<file path="config.mk">
export PLATFORM = sky130hd
export DESIGN_NAME = jtap_top
export DESIGN_NICKNAME = d
export VERILOG_FILES = /design/src/design/jtap_pkg.sv /design/src/design/jtap_fifo.sv /design/src/design/jtap_top.sv
export SDC_FILE = /design/constraint.sdc
export NUM_CORES = 1
export LEC_CHECK = 0
export BUFFER_PORTS_ARGS = -buffer_cell sky130_fd_sc_hd__buf_2
export CORE_AREA = 2 2 328 330
export CTS_BUF_LIST = sky130_fd_sc_hd__clkbuf_16
export DETAILED_ROUTE_END_ITERATION = 6
export DIE_AREA = 0 0 330 332
export PLACE_DENSITY = 0.47
export SLEW_MARGIN = 10
export SYNTH_ARGS = -nofsm -noshare
export SYNTH_HDL_FRONTEND = slang
export SYNTH_HIERARCHICAL = 1
export SYNTH_SLANG_ARGS = --single-unit
export TNS_END_PERCENT = 5
</file>
<file path="constraint.sdc">
create_clock -name ref_clk -period 6.5 [get_ports ref_clk]
set_clock_uncertainty 0.2 [all_clocks]
set_input_delay 0.325 -clock ref_clk [delete_from_list [all_inputs] [get_ports ref_clk]]
set_output_delay 0.325 -clock ref_clk [all_outputs]
set_load 0.1 [all_outputs]
</file>
<file path="src/design/jtap_pkg.sv">
// shared constants, states and carriers of the test access port
package jtap_pkg;

   // ----------------------------------------------------------------
   // instruction register
   // ----------------------------------------------------------------
   localparam int IR_W = 4;
   localparam logic [IR_W-1:0] IR_BYPASS = 4'hf;
   localparam logic [IR_W-1:0] IR_IDCODE = 4'h2;
   localparam logic [IR_W-1:0] IR_USER = 4'h8;
   // fixed 01 in the low bits lets a tester check the chain length
   localparam logic [IR_W-1:0] IR_CAPTURE = 4'h1;
   localparam logic [IR_W-1:0] IR_RESET = IR_IDCODE;

   // ----------------------------------------------------------------
   // sixteen controller states, gray along the main scan walk
   // ----------------------------------------------------------------
   typedef enum logic [3:0] {
      ST_RESET      = 4'h0,
      ST_IDLE       = 4'h1,
      ST_SEL_DR     = 4'h3,
      ST_CAPTURE_DR = 4'h2,
      ST_SHIFT_DR   = 4'h6,
      ST_EXIT1_DR   = 4'h7,
      ST_PAUSE_DR   = 4'h5,
      ST_EXIT2_DR   = 4'h4,
      ST_UPDATE_DR  = 4'hc,
      ST_SEL_IR     = 4'hd,
      ST_CAPTURE_IR = 4'hf,
      ST_SHIFT_IR   = 4'he,
      ST_EXIT1_IR   = 4'ha,
      ST_PAUSE_IR   = 4'hb,
      ST_EXIT2_IR   = 4'h9,
      ST_UPDATE_IR  = 4'h8
   } jtap_state_t;

   // ----------------------------------------------------------------
   // pin carrier and its value while the synchroniser is in reset
   // ----------------------------------------------------------------
   typedef struct packed {
      logic tck;
      logic tms;
      logic tdi;
      logic trst_n;
   } jtap_pins_t;

   localparam jtap_pins_t PINS_RESET = '{tck: 1'b0, tms: 1'b1, tdi: 1'b1, trst_n: 1'b0};

endpackage : jtap_pkg

</file>
<file path="src/design/jtap_fifo.sv">
// word fifo between the scan chain and the core side
`timescale 1ns/100ps
`default_nettype none

module jtap_fifo #(
   parameter int W = 32,
   parameter int DEPTH = 16
) (
   // clock and reset
   input wire logic clk,
   input wire logic rst,
   // filling side
   input wire logic in_valid,
   output logic in_ready,
   input wire logic [W-1:0] in_data,
   // draining side
   output logic out_valid,
   input wire logic out_ready,
   output logic [W-1:0] out_data
);
   localparam int AW = (DEPTH > 1) ? $clog2(DEPTH) : 1;

   logic [W-1:0] mem_ff [DEPTH];
   logic [AW-1:0] wr_ff, rd_ff, nxt_wr, nxt_rd;
   logic [AW:0] cnt_ff, nxt_cnt;
   logic do_wr, do_rd;

   function automatic logic [AW-1:0] bump(input logic [AW-1:0] p);
      bump = (p == AW'(DEPTH - 1)) ? '0 : p + 1'b1;
   endfunction : bump

   assign in_ready = (cnt_ff != (AW+1)'(DEPTH));
   assign out_valid = (cnt_ff != '0);
   assign out_data = mem_ff[rd_ff];
   assign do_wr = in_valid & in_ready;
   assign do_rd = out_valid & out_ready;

   always_comb begin
      nxt_wr = do_wr ? bump(wr_ff) : wr_ff;
      nxt_rd = do_rd ? bump(rd_ff) : rd_ff;
      nxt_cnt = cnt_ff + (AW+1)'(do_wr) - (AW+1)'(do_rd);
   end

   always_ff @(posedge clk or posedge rst) begin
      if (rst) begin
         wr_ff <= '0;
         rd_ff <= '0;
         cnt_ff <= '0;
      end else begin
         wr_ff <= nxt_wr;
         rd_ff <= nxt_rd;
         cnt_ff <= nxt_cnt;
      end
   end

   // storage needs no reset; empty flag guards reads
   always_ff @(posedge clk) begin
      if (do_wr) begin
         mem_ff[wr_ff] <= in_data;
      end
   end

endmodule : jtap_fifo
`default_nettype wire

</file>
<file path="src/design/jtap_top.sv">
// boundary-scan test access port sampled on the system clock
`timescale 1ns/100ps
`default_nettype none

module jtap_top #(
   parameter int DATA_W = 32,
   parameter int FIFO_DEPTH = 16,
   // identity value is arbitrary; bit 0 must stay set
   parameter logic [31:0] ID_VALUE = 32'h0000_0001
) (
   // clock and reset
   input wire logic ref_clk,
   input wire logic sys_rst,
   // test port pins
   input wire logic tck,
   input wire logic tms,
   input wire logic tdi,
   input wire logic trst_n,
   output logic tdo_o,
   output logic tdo_oe,
   // scanned words toward the core
   output logic word_valid,
   input wire logic word_ready,
   output logic [DATA_W-1:0] word_data
);
   localparam int DW = (DATA_W > 32) ? DATA_W : 32;

   // ----------------------------------------------------------------
   // pin synchroniser and edge finder
   // ----------------------------------------------------------------
   jtap_pkg::jtap_pins_t pin_s1_ff, pin_s2_ff, pins_in;
   logic tck_d_ff;
   logic tck_rise, tck_fall, trst_act;

   assign pins_in = '{tck: tck, tms: tms, tdi: tdi, trst_n: trst_n};

   always_ff @(posedge ref_clk or posedge sys_rst) begin
      if (sys_rst) begin
         pin_s1_ff <= jtap_pkg::PINS_RESET;
         pin_s2_ff <= jtap_pkg::PINS_RESET;
         tck_d_ff <= 1'b0;
      end else begin
         pin_s1_ff <= pins_in;
         pin_s2_ff <= pin_s1_ff;
         tck_d_ff <= pin_s2_ff.tck;
      end
   end

   // only the second stage is looked at
   assign tck_rise = pin_s2_ff.tck & ~tck_d_ff;
   assign tck_fall = ~pin_s2_ff.tck & tck_d_ff;
   // reset acts on the system clock, so a stopped test clock cannot block it
   assign trst_act = ~pin_s2_ff.trst_n;

   // ----------------------------------------------------------------
   // controller walk
   // ----------------------------------------------------------------
   function automatic jtap_pkg::jtap_state_t tap_next(input jtap_pkg::jtap_state_t s,
                                                      input logic m);
      case (s)
         jtap_pkg::ST_RESET:      tap_next = m ? jtap_pkg::ST_RESET : jtap_pkg::ST_IDLE;
         jtap_pkg::ST_IDLE:       tap_next = m ? jtap_pkg::ST_SEL_DR : jtap_pkg::ST_IDLE;
         jtap_pkg::ST_SEL_DR:     tap_next = m ? jtap_pkg::ST_SEL_IR : jtap_pkg::ST_CAPTURE_DR;
         jtap_pkg::ST_CAPTURE_DR: tap_next = m ? jtap_pkg::ST_EXIT1_DR : jtap_pkg::ST_SHIFT_DR;
         jtap_pkg::ST_SHIFT_DR:   tap_next = m ? jtap_pkg::ST_EXIT1_DR : jtap_pkg::ST_SHIFT_DR;
         jtap_pkg::ST_EXIT1_DR:   tap_next = m ? jtap_pkg::ST_UPDATE_DR : jtap_pkg::ST_PAUSE_DR;
         jtap_pkg::ST_PAUSE_DR:   tap_next = m ? jtap_pkg::ST_EXIT2_DR : jtap_pkg::ST_PAUSE_DR;
         jtap_pkg::ST_EXIT2_DR:   tap_next = m ? jtap_pkg::ST_UPDATE_DR : jtap_pkg::ST_SHIFT_DR;
         jtap_pkg::ST_UPDATE_DR:  tap_next = m ? jtap_pkg::ST_SEL_DR : jtap_pkg::ST_IDLE;
         jtap_pkg::ST_SEL_IR:     tap_next = m ? jtap_pkg::ST_RESET : jtap_pkg::ST_CAPTURE_IR;
         jtap_pkg::ST_CAPTURE_IR: tap_next = m ? jtap_pkg::ST_EXIT1_IR : jtap_pkg::ST_SHIFT_IR;
         jtap_pkg::ST_SHIFT_IR:   tap_next = m ? jtap_pkg::ST_EXIT1_IR : jtap_pkg::ST_SHIFT_IR;
         jtap_pkg::ST_EXIT1_IR:   tap_next = m ? jtap_pkg::ST_UPDATE_IR : jtap_pkg::ST_PAUSE_IR;
         jtap_pkg::ST_PAUSE_IR:   tap_next = m ? jtap_pkg::ST_EXIT2_IR : jtap_pkg::ST_PAUSE_IR;
         jtap_pkg::ST_EXIT2_IR:   tap_next = m ? jtap_pkg::ST_UPDATE_IR : jtap_pkg::ST_SHIFT_IR;
         jtap_pkg::ST_UPDATE_IR:  tap_next = m ? jtap_pkg::ST_SEL_DR : jtap_pkg::ST_IDLE;
         default:                 tap_next = jtap_pkg::ST_RESET;
      endcase
   endfunction : tap_next

   function automatic logic is_shift(input jtap_pkg::jtap_state_t s);
      is_shift = (s == jtap_pkg::ST_SHIFT_DR) || (s == jtap_pkg::ST_SHIFT_IR);
   endfunction : is_shift

   // ----------------------------------------------------------------
   // scan registers and output driver
   // ----------------------------------------------------------------
   jtap_pkg::jtap_state_t state_ff, nxt_state;
   logic [jtap_pkg::IR_W-1:0] ir_ff, nxt_ir, irsh_ff, nxt_irsh;
   logic [DW-1:0] drsh_ff, nxt_drsh;
   logic [DATA_W-1:0] push_word_ff, nxt_push_word;
   logic push_ff, nxt_push;
   logic tdo_ff, nxt_tdo, oe_ff, nxt_oe;
   logic fifo_in_ready;
   logic wide_dr;

   // bypass and unknown codes give the one-bit path
   assign wide_dr = (ir_ff == jtap_pkg::IR_IDCODE) || (ir_ff == jtap_pkg::IR_USER);

   always_comb begin
      nxt_state = state_ff;
      nxt_ir = ir_ff;
      nxt_irsh = irsh_ff;
      nxt_drsh = drsh_ff;
      nxt_push_word = push_word_ff;
      nxt_push = 1'b0;
      nxt_tdo = tdo_ff;
      nxt_oe = oe_ff;
      if (trst_act) begin
         nxt_state = jtap_pkg::ST_RESET;
         nxt_ir = jtap_pkg::IR_RESET;
         nxt_oe = 1'b0;
      end else if (tck_rise) begin
         case (state_ff)
            jtap_pkg::ST_RESET: begin
               nxt_ir = jtap_pkg::IR_RESET;
            end
            jtap_pkg::ST_CAPTURE_IR: begin
               nxt_irsh = jtap_pkg::IR_CAPTURE;
            end
            jtap_pkg::ST_SHIFT_IR: begin
               nxt_irsh = {pin_s2_ff.tdi, irsh_ff[jtap_pkg::IR_W-1:1]};
            end
            jtap_pkg::ST_UPDATE_IR: begin
               nxt_ir = irsh_ff;
            end
            jtap_pkg::ST_CAPTURE_DR: begin
               nxt_drsh = '0;
               if (ir_ff == jtap_pkg::IR_IDCODE) begin
                  nxt_drsh[31:0] = ID_VALUE;
               end else if (ir_ff == jtap_pkg::IR_USER) begin
                  // tester sees a full queue before it sends another word
                  nxt_drsh[0] = ~fifo_in_ready;
               end
            end
            jtap_pkg::ST_SHIFT_DR: begin
               if (wide_dr) begin
                  nxt_drsh = {pin_s2_ff.tdi, drsh_ff[DW-1:1]};
               end else begin
                  nxt_drsh[0] = pin_s2_ff.tdi;
               end
            end
            jtap_pkg::ST_UPDATE_DR: begin
               // a word sent into a full queue is dropped, not stalled
               if (ir_ff == jtap_pkg::IR_USER && fifo_in_ready) begin
                  nxt_push = 1'b1;
                  nxt_push_word = drsh_ff[DATA_W-1:0];
               end
            end
            default: begin
            end
         endcase
         nxt_state = tap_next(state_ff, pin_s2_ff.tms);
      end else if (tck_fall) begin
         nxt_oe = is_shift(state_ff);
         if (is_shift(state_ff)) begin
            nxt_tdo = (state_ff == jtap_pkg::ST_SHIFT_IR) ? irsh_ff[0] : drsh_ff[0];
         end
      end
   end

   // nothing but test reset and the one-cycle push pulse moves without an edge, so a parked clock freezes the rest
   always_ff @(posedge ref_clk or posedge sys_rst) begin
      if (sys_rst) begin
         state_ff <= jtap_pkg::ST_RESET;
         ir_ff <= jtap_pkg::IR_RESET;
         irsh_ff <= '0;
         drsh_ff <= '0;
         push_word_ff <= '0;
         push_ff <= 1'b0;
         tdo_ff <= 1'b0;
         oe_ff <= 1'b0;
      end else begin
         state_ff <= nxt_state;
         ir_ff <= nxt_ir;
         irsh_ff <= nxt_irsh;
         drsh_ff <= nxt_drsh;
         push_word_ff <= nxt_push_word;
         push_ff <= nxt_push;
         tdo_ff <= nxt_tdo;
         oe_ff <= nxt_oe;
      end
   end

   assign tdo_o = tdo_ff;
   assign tdo_oe = oe_ff;

   // ----------------------------------------------------------------
   // word queue toward the core
   // ----------------------------------------------------------------
   jtap_fifo #(
      .W(DATA_W),
      .DEPTH(FIFO_DEPTH)
   ) u_fifo (
      .clk(ref_clk),
      .rst(sys_rst),
      .in_valid(push_ff),
      .in_ready(fifo_in_ready),
      .in_data(push_word_ff),
      .out_valid(word_valid),
      .out_ready(word_ready),
      .out_data(word_data)
   );
endmodule : jtap_top
`default_nettype wire

</file>
==> results of run 1 <==
==> where the power goes <==
part           total (mW)  internal (mW)  leakage [nW]  switching (mW)
combinational        2.68          0.694          2.55            1.99
sequential           4.44           4.25          5.11           0.197
clock                3.75           2.19          1.15            1.55
total                10.9           7.13          8.80            3.74
==> sequential cells by signal (all words and copies together), names as in the netlist <==
signal / cells
irsh_ff: 4
pin_s1_ff: 4
u_fifo/mem_ff: 512
ir_ff: 4
drsh_ff: 32
u_fifo/rd_ff: 4
u_fifo/wr_ff: 4
push_word_ff: 32
push_ff: 1
tdo_oe: 1
tdo_o: 1
pin_s2_ff: 4
tck_d_ff: 1
state_ff: 4
u_fifo/cnt_ff: 5
==> through the flow <==
step / std cells / setup WS (ps) / area, sq um / util [%] / power, mW
after CTS: 2869 / 1806 / 28220 / 26.55 / 11.07
after detailed placement: 2737 / 2466 / 25960 / 24.42 / 7.286
final: 2869 / 1910 / 28220 / 26.55 / 10.87
after global placement: 2737 / 2499 / 25960 / 24.42 / 7.282
after floorplan: 1347 / 3063 / 24210 / - / 6.633
after global routing: 2869 / 1733 / 28220 / 26.55 / 11.32
==> how the worst max path moves through the flow <==
stage	start	endpoint	slack, ps	cells after the start
floorplan	u_fifo/cnt_ff[3]	u_fifo/cnt_ff[4]	3060	14
detailed placement	u_fifo/rd_ff[2]	word_data[30]	2470	6
global route	u_fifo/rd_ff[2]	word_data[25]	1730	6
finish	u_fifo/rd_ff[2]	word_data[30]	1910	6
global placement	u_fifo/rd_ff[2]	word_data[30]	2500	6
CTS	u_fifo/rd_ff[2]	word_data[30]	1810	6
==> layout by cell type, fill, tap and decap left out, types with 7 or more instances in the layout <==
| cell | count |
|---|---|
| mux2_2 | 33 |
| nor2_1 | 11 |
| buf_2 | 41 |
| inv_1 | 69 |
| dfrtp_1 | 92 |
| nand2_1 | 75 |
| o21ai_0 | 36 |
| ha_1 | 11 |
| o211ai_1 | 32 |
| a22oi_1 | 32 |
| nand3_1 | 8 |
| mux4_2 | 64 |
| o21ai_1 | 11 |
| clkinv_1 | 15 |
| mux2i_1 | 159 |
| buf_4 | 23 |
| and2_2 | 13 |
| nor2b_1 | 7 |
| a21oi_1 | 12 |
| edfxtp_1 | 512 |
| a221oi_1 | 32 |
| clkbuf_16 | 71 |
==> layer usage <==
metal	vias up	wire (um)	track usage [%]
met5	-	0	0
met4	0	894	2.580
met3	58	2692	2.252
met2	227	29200	17.89
met1	6457	25250	13.79
li1	5418	-	-
==> worst reg2reg max path, cell delays in order (launching register included) <==
cell and delay [ps]:
dfrtp_1 350, inv_1 60, ha_1 210, nand4bb_1 200, and2_1 370, inv_1 130, nor3b_1 400, and2_2 1040
==> kinds of logic (layout without fill, tap and decap cells) <==
family                   Yosys count  in the layout  synth area share (%)
flip-flops                       613            613                 73.97
buffers and inverters            128            247                 2.785
AND/OR/NAND/NOR                  155            155                 3.240
AO/OA/AOI/OAI                    174            174                 4.951
XOR/XNOR                           7              7                0.2532
multiplexers                     258            258                 14.15
adder cells (fa/ha/maj)           12             12                0.6511
==> layout make-up <==
class,count,area share (%)
Clock inverter,56,1.547
Multi-Input combinational cell,606,20.17
Tap cell,1403,6.221
Inverter,50,0.6739
Clock buffer,71,6.296
Timing Repair Buffer,70,1.587
Sequential cell,613,63.51
==> out/metrics.cfg, run 1 <==
[hold_path]
min_path_cells = 4
min_to = u_fifo/rd_ff[1]
hp-start = word_ready
hold_class = input port to flop

[yosys]
synth-edff-count = 512
synth_cells = 1347
ys_seq_area_share_pct = 73.97
ys_ff_latch = 613
ys_top_cells_by_area = edfxtp_1 64%, dfrtp_1 9.9%, mux2i_1 6.6%
ys.flop_type = edfxtp_1
yosysUniqueCellTypes = 53
synth_top_area_cell = edfxtp_1
synth_most_common_cell = edfxtp_1
avgSynthCellArea_sq_um = 17.97
async_reset_ff_share_pct = 16.48
yosysWarnings = 6
synth_common_cells = 512 x edfxtp_1, 159 x mux2i_1, 96 x dfrtp_1
netlist_area_sq_um = 24210
synth_top_cell_area_share_pct = 63.50
syn-num-nets = 1366

[global_routing]
grt_pass1_vias = 12753
grt_max_degree = 91
antenna_found_initial = 0
overflow = 0
grtUsageTotal_pct = 10.59
grt_first_pass_wirelength_mm = 86.22

[worst_setup_path]
cp_slowest_stage_delay_ps = 1160
reg2regPathDepth = 7
crit-reg2reg-launch = u_fifo/cnt_ff[2]
slowest_stage = nor2b_4
crit_family = simple AND/OR/NAND/NOR gates
cp-end-kind = output port
cp.arrival_ps = 4070
cp.required_ps = 5970
rrSetupSlack_ps = 3090
path_buf_inv = 2
crit_chain = buf_4 -> nor2b_4 -> a221oi_1 -> o21ai_0 -> nand2_1 -> buf_2
cp_max_fo = 56
r2r_end = u_fifo/mem_ff[6][16]
start_kind = flop
path_class = flop to output port

[cts]
numCtsBuffers = 70
cts.sinks = 613
cts-root-buf = clkbuf_16
hold_buffers = 5
clockBufferDepth = 3
cts_resized = 0
postCtsSetupBuffers = 0
insertion_delay_ps = 620
htreeDepth = 3
clk_pin_slew_ps = 60
cts_tree = built

[run_status]
status = finished with violations
violations = design-rule violations

[routing]
routed_wirelength_mm = 58.04
ant_nets = 0
drt_iter0_markers = 808
first_pass_iters = 7
drc_errors = 2
wl_per_cell_um = 20.23
vias = 12160
viasPerCell = 4.238

[job]
cap_violations = 0

[cells_and_area]
diodes = 0
fin_nets = 1430
multi_input_area_sq_um = 5692
drive_above_1_share_pct = 19.58
area_growth_pct = 16.55
ff_latch_area_sq_um = 17920
final.fill_count = 10678

[sta]
tightest_slew_ps = 1270
hold_slack_ps = 73.87
timing.final.crit_share_pct = 70.62
slew_viol_final = 0
fin_setup_tns_ps = 0
rsz0062_at_grt = false
hold_violations = 0
max_freq_mhz = 217.8
relSlewSlack_pct = 15.16
fin_crit_ps = 4590
setup_viol = 0

[floorplanning]
core_area_sq_um = 106300
rows = 120
die_h_um = 332
die_x_um = 330
ios = 42
start_util_pct = 22.78
design.die.area_sq_um = 109600

[power]
vdd_ir_drop_max_mv = 0.2190
p_per_area_nw_per_um2 = 385.2
p_leak_nw = 8.804

[placement]
portBuffers = 41
place_congestion = 0.6918
place_hpwl_mm = 31.27

Power figures use the tool's default switching activity.
==> inputs of run 2 (changes only) <==
==> constraint.sdc (replaced) <==
create_clock -name ref_clk -period 4.35 [get_ports ref_clk]
set_clock_uncertainty 0.2 [all_clocks]
set_input_delay 0.2175 -clock ref_clk [delete_from_list [all_inputs] [get_ports ref_clk]]
set_output_delay 0.2175 -clock ref_clk [all_outputs]
set_load 0.1 [all_outputs]
==> out/metrics.cfg, run 2 (synthesis results as in run 1) <==
[sta]
slew_viol_final = 0  ; unchanged
rsz0062_at_grt = false
relSlewSlack_pct = 17.41  ; +2.3 points
timing.final.crit_share_pct = 85.25
hold_slack_ps = 67.75  ; -6.124 ps
max_freq_mhz = 269.7
setup_viol = 0  ; unchanged
fin_setup_tns_ps = 0  ; unchanged
tightest_slew_ps = 1239  ; -31.17 ps
hold_violations = 0  ; unchanged
fin_crit_ps = 3708

[cells_and_area]
area_growth_pct = 17.38
ff_latch_area_sq_um = 17920  ; unchanged
final.fill_count = 10775  ; +0.91%
multi_input_area_sq_um = 5692  ; unchanged
top_regs = u_fifo/mem_ff x512, drsh_ff x32, push_word_ff x32
design_area_sq_um = 28420  ; +0.71%
fin_nets = 1438  ; +0.56%
diodes = 0  ; unchanged
drive_above_1_share_pct = 20.30  ; +0.72 points
layout_common_cells = 512 x edfxtp_1, 159 x mux2i_1, 92 x dfrtp_1
largest_reg_flops = 512  ; unchanged
final_common_cell = edfxtp_1
top_register = u_fifo/mem_ff

[worst_setup_path]
cp-end-kind = output port
cp.required_ps = 3930  ; -2040 ps
slowest_stage = dfrtp_4
cp_max_fo = 42  ; -25%
cp_slowest_stage_delay_ps = 800  ; -360 ps
cp.arrival_ps = 3290  ; -780 ps
crit_chain = buf_12 -> mux2i_1 -> a221oi_1 -> o21ai_0 -> nand2_1 -> buf_2
path_class = flop to output port
start_kind = flop

[run_status]
violations = design-rule violations
status = finished with violations

[cts]
clockBufferDepth = 3  ; unchanged
insertion_delay_ps = 600  ; -20 ps
clk_pin_slew_ps = 60  ; about the same
cts_resized = 0  ; unchanged
numCtsBuffers = 68  ; -2.9%
cts.sinks = 613  ; unchanged
htreeDepth = 3  ; unchanged
cts_tree = built
cts-root-buf = clkbuf_16

[global_routing]
grt_first_pass_wirelength_mm = 85.41  ; -0.94%
grtUsageTotal_pct = 10.47  ; -0.12 points
antenna_found_initial = 0  ; unchanged
grt_pass1_vias = 12813  ; +0.47%
overflow = 0  ; unchanged
grt_max_degree = 68  ; -25%

[routing]
vias = 12123  ; -0.30%
ant_nets = 0  ; unchanged
drt_iter0_markers = 778  ; -3.7%
drc_errors = 2  ; unchanged
viasPerCell = 4.215  ; -0.55%
routed_wirelength_mm = 57.43  ; -1.0%
first_pass_iters = 6  ; -1
wl_per_cell_um = 19.97  ; -1.3%

[floorplanning]
start_util_pct = 22.78  ; unchanged
die_h_um = 332  ; unchanged
core_area_sq_um = 106300  ; unchanged
rows = 120  ; unchanged
ios = 42  ; unchanged
design.die.area_sq_um = 109600  ; unchanged
die_x_um = 330  ; unchanged

[placement]
place_hpwl_mm = 32.92  ; +5.3%
placed_area_sq_um = 26150  ; +0.74%
portBuffers = 41  ; unchanged
place_congestion = 0.7092  ; +2.5%

[job]
cap_violations = 0  ; unchanged

[power]
p_per_area_nw_per_um2 = 578.8  ; +50%
vdd_ir_drop_max_mv = 0.2957  ; +35%
p_leak_nw = 8.880  ; +0.86%

[hold_path]
hold_class = input port to flop

==> run 2: cell count changes in the layout (fill, tap and decap cells not counted), sizes merged <==
cell / change
bufinv: +1
dlygate4sd3: +1
buf: +9
clkbuf: -1
inv: -4
clkinv: +2
clkinvlp: -1
==> run 2: worst max-delay path: cells and delay by family, from the launching register on <==
family	cells	cell delay (ps)
DFF	1	800
and+or+nand+nor	1	130
buffers and inverters	2	800
AOI/OAI and AO/OA	2	750
muxes	1	120
==> run 2: what timing repair did <==
item                                   CTS  global route
hold buffers                             6             0
setup endpoints to repair                0             0
buffers inserted                         0             0
endpoints found under the hold margin   70             0
==> run 2: cell type report <==
type	count	area share (%)
inverters	50	0.6692
repair buffers	80	2.289
multi-input cells	606	20.03
flip-flops and latches	613	63.06
well taps	1403	6.177
clock buffers	70	6.164
clock inverters	54	1.616
==> run 2: path summary, 6_finish.rpt <==
check / cells after the start / endpoint / slack, ps / from
worst max register to register: 7 / u_fifo/mem_ff[6][12] / 1020 / u_fifo/cnt_ff[3]
worst min register to register: 0 / pin_s2_ff[0] / 150 / pin_s1_ff[0]
worst max-delay path: 6 / word_data[11] / 640 / u_fifo/rd_ff[0]
max in group asynchronous: 4 / pin_s1_ff[1] / 2790 / sys_rst
worst min-delay path: 2 / pin_s1_ff[3] / 70 / tck
min in group asynchronous: 3 / u_fifo/rd_ff[3] / 130 / sys_rst
==> run 2: per-layer routing <==
layer  up-vias  track usage, %  routed length (um)
met5         -               0                   0
met4         0           2.734                1270
met1      6424           13.90               25730
met3        73           1.893                2002
met2       200           17.53               28430
li1       5426               -                   -
==> run 2: power by group <==
group | switching [mW] | internal, mW | leakage, nW
logic | 3.16 | 1.11 | 2.63
clock network | 2.33 | 3.30 | 1.14
registers | 0.197 | 6.35 | 5.11
total | 5.69 | 10.8 | 8.88
==> run 2: per-stage QoR <==
stage / cells / setup slack [ps] / util (%) / power (mW)
2_1_floorplan: 1347 / 913.0 / - / 9.912
3_3_place_gp: 2746 / 1180 / 24.60 / 11.03
3_5_place_dp: 2746 / 1015 / 24.60 / 11.04
4_1_cts: 2876 / 548.6 / 26.73 / 16.73
5_1_grt: 2876 / 476.3 / 26.73 / 17.12
6_report: 2876 / 641.6 / 26.73 / 16.45
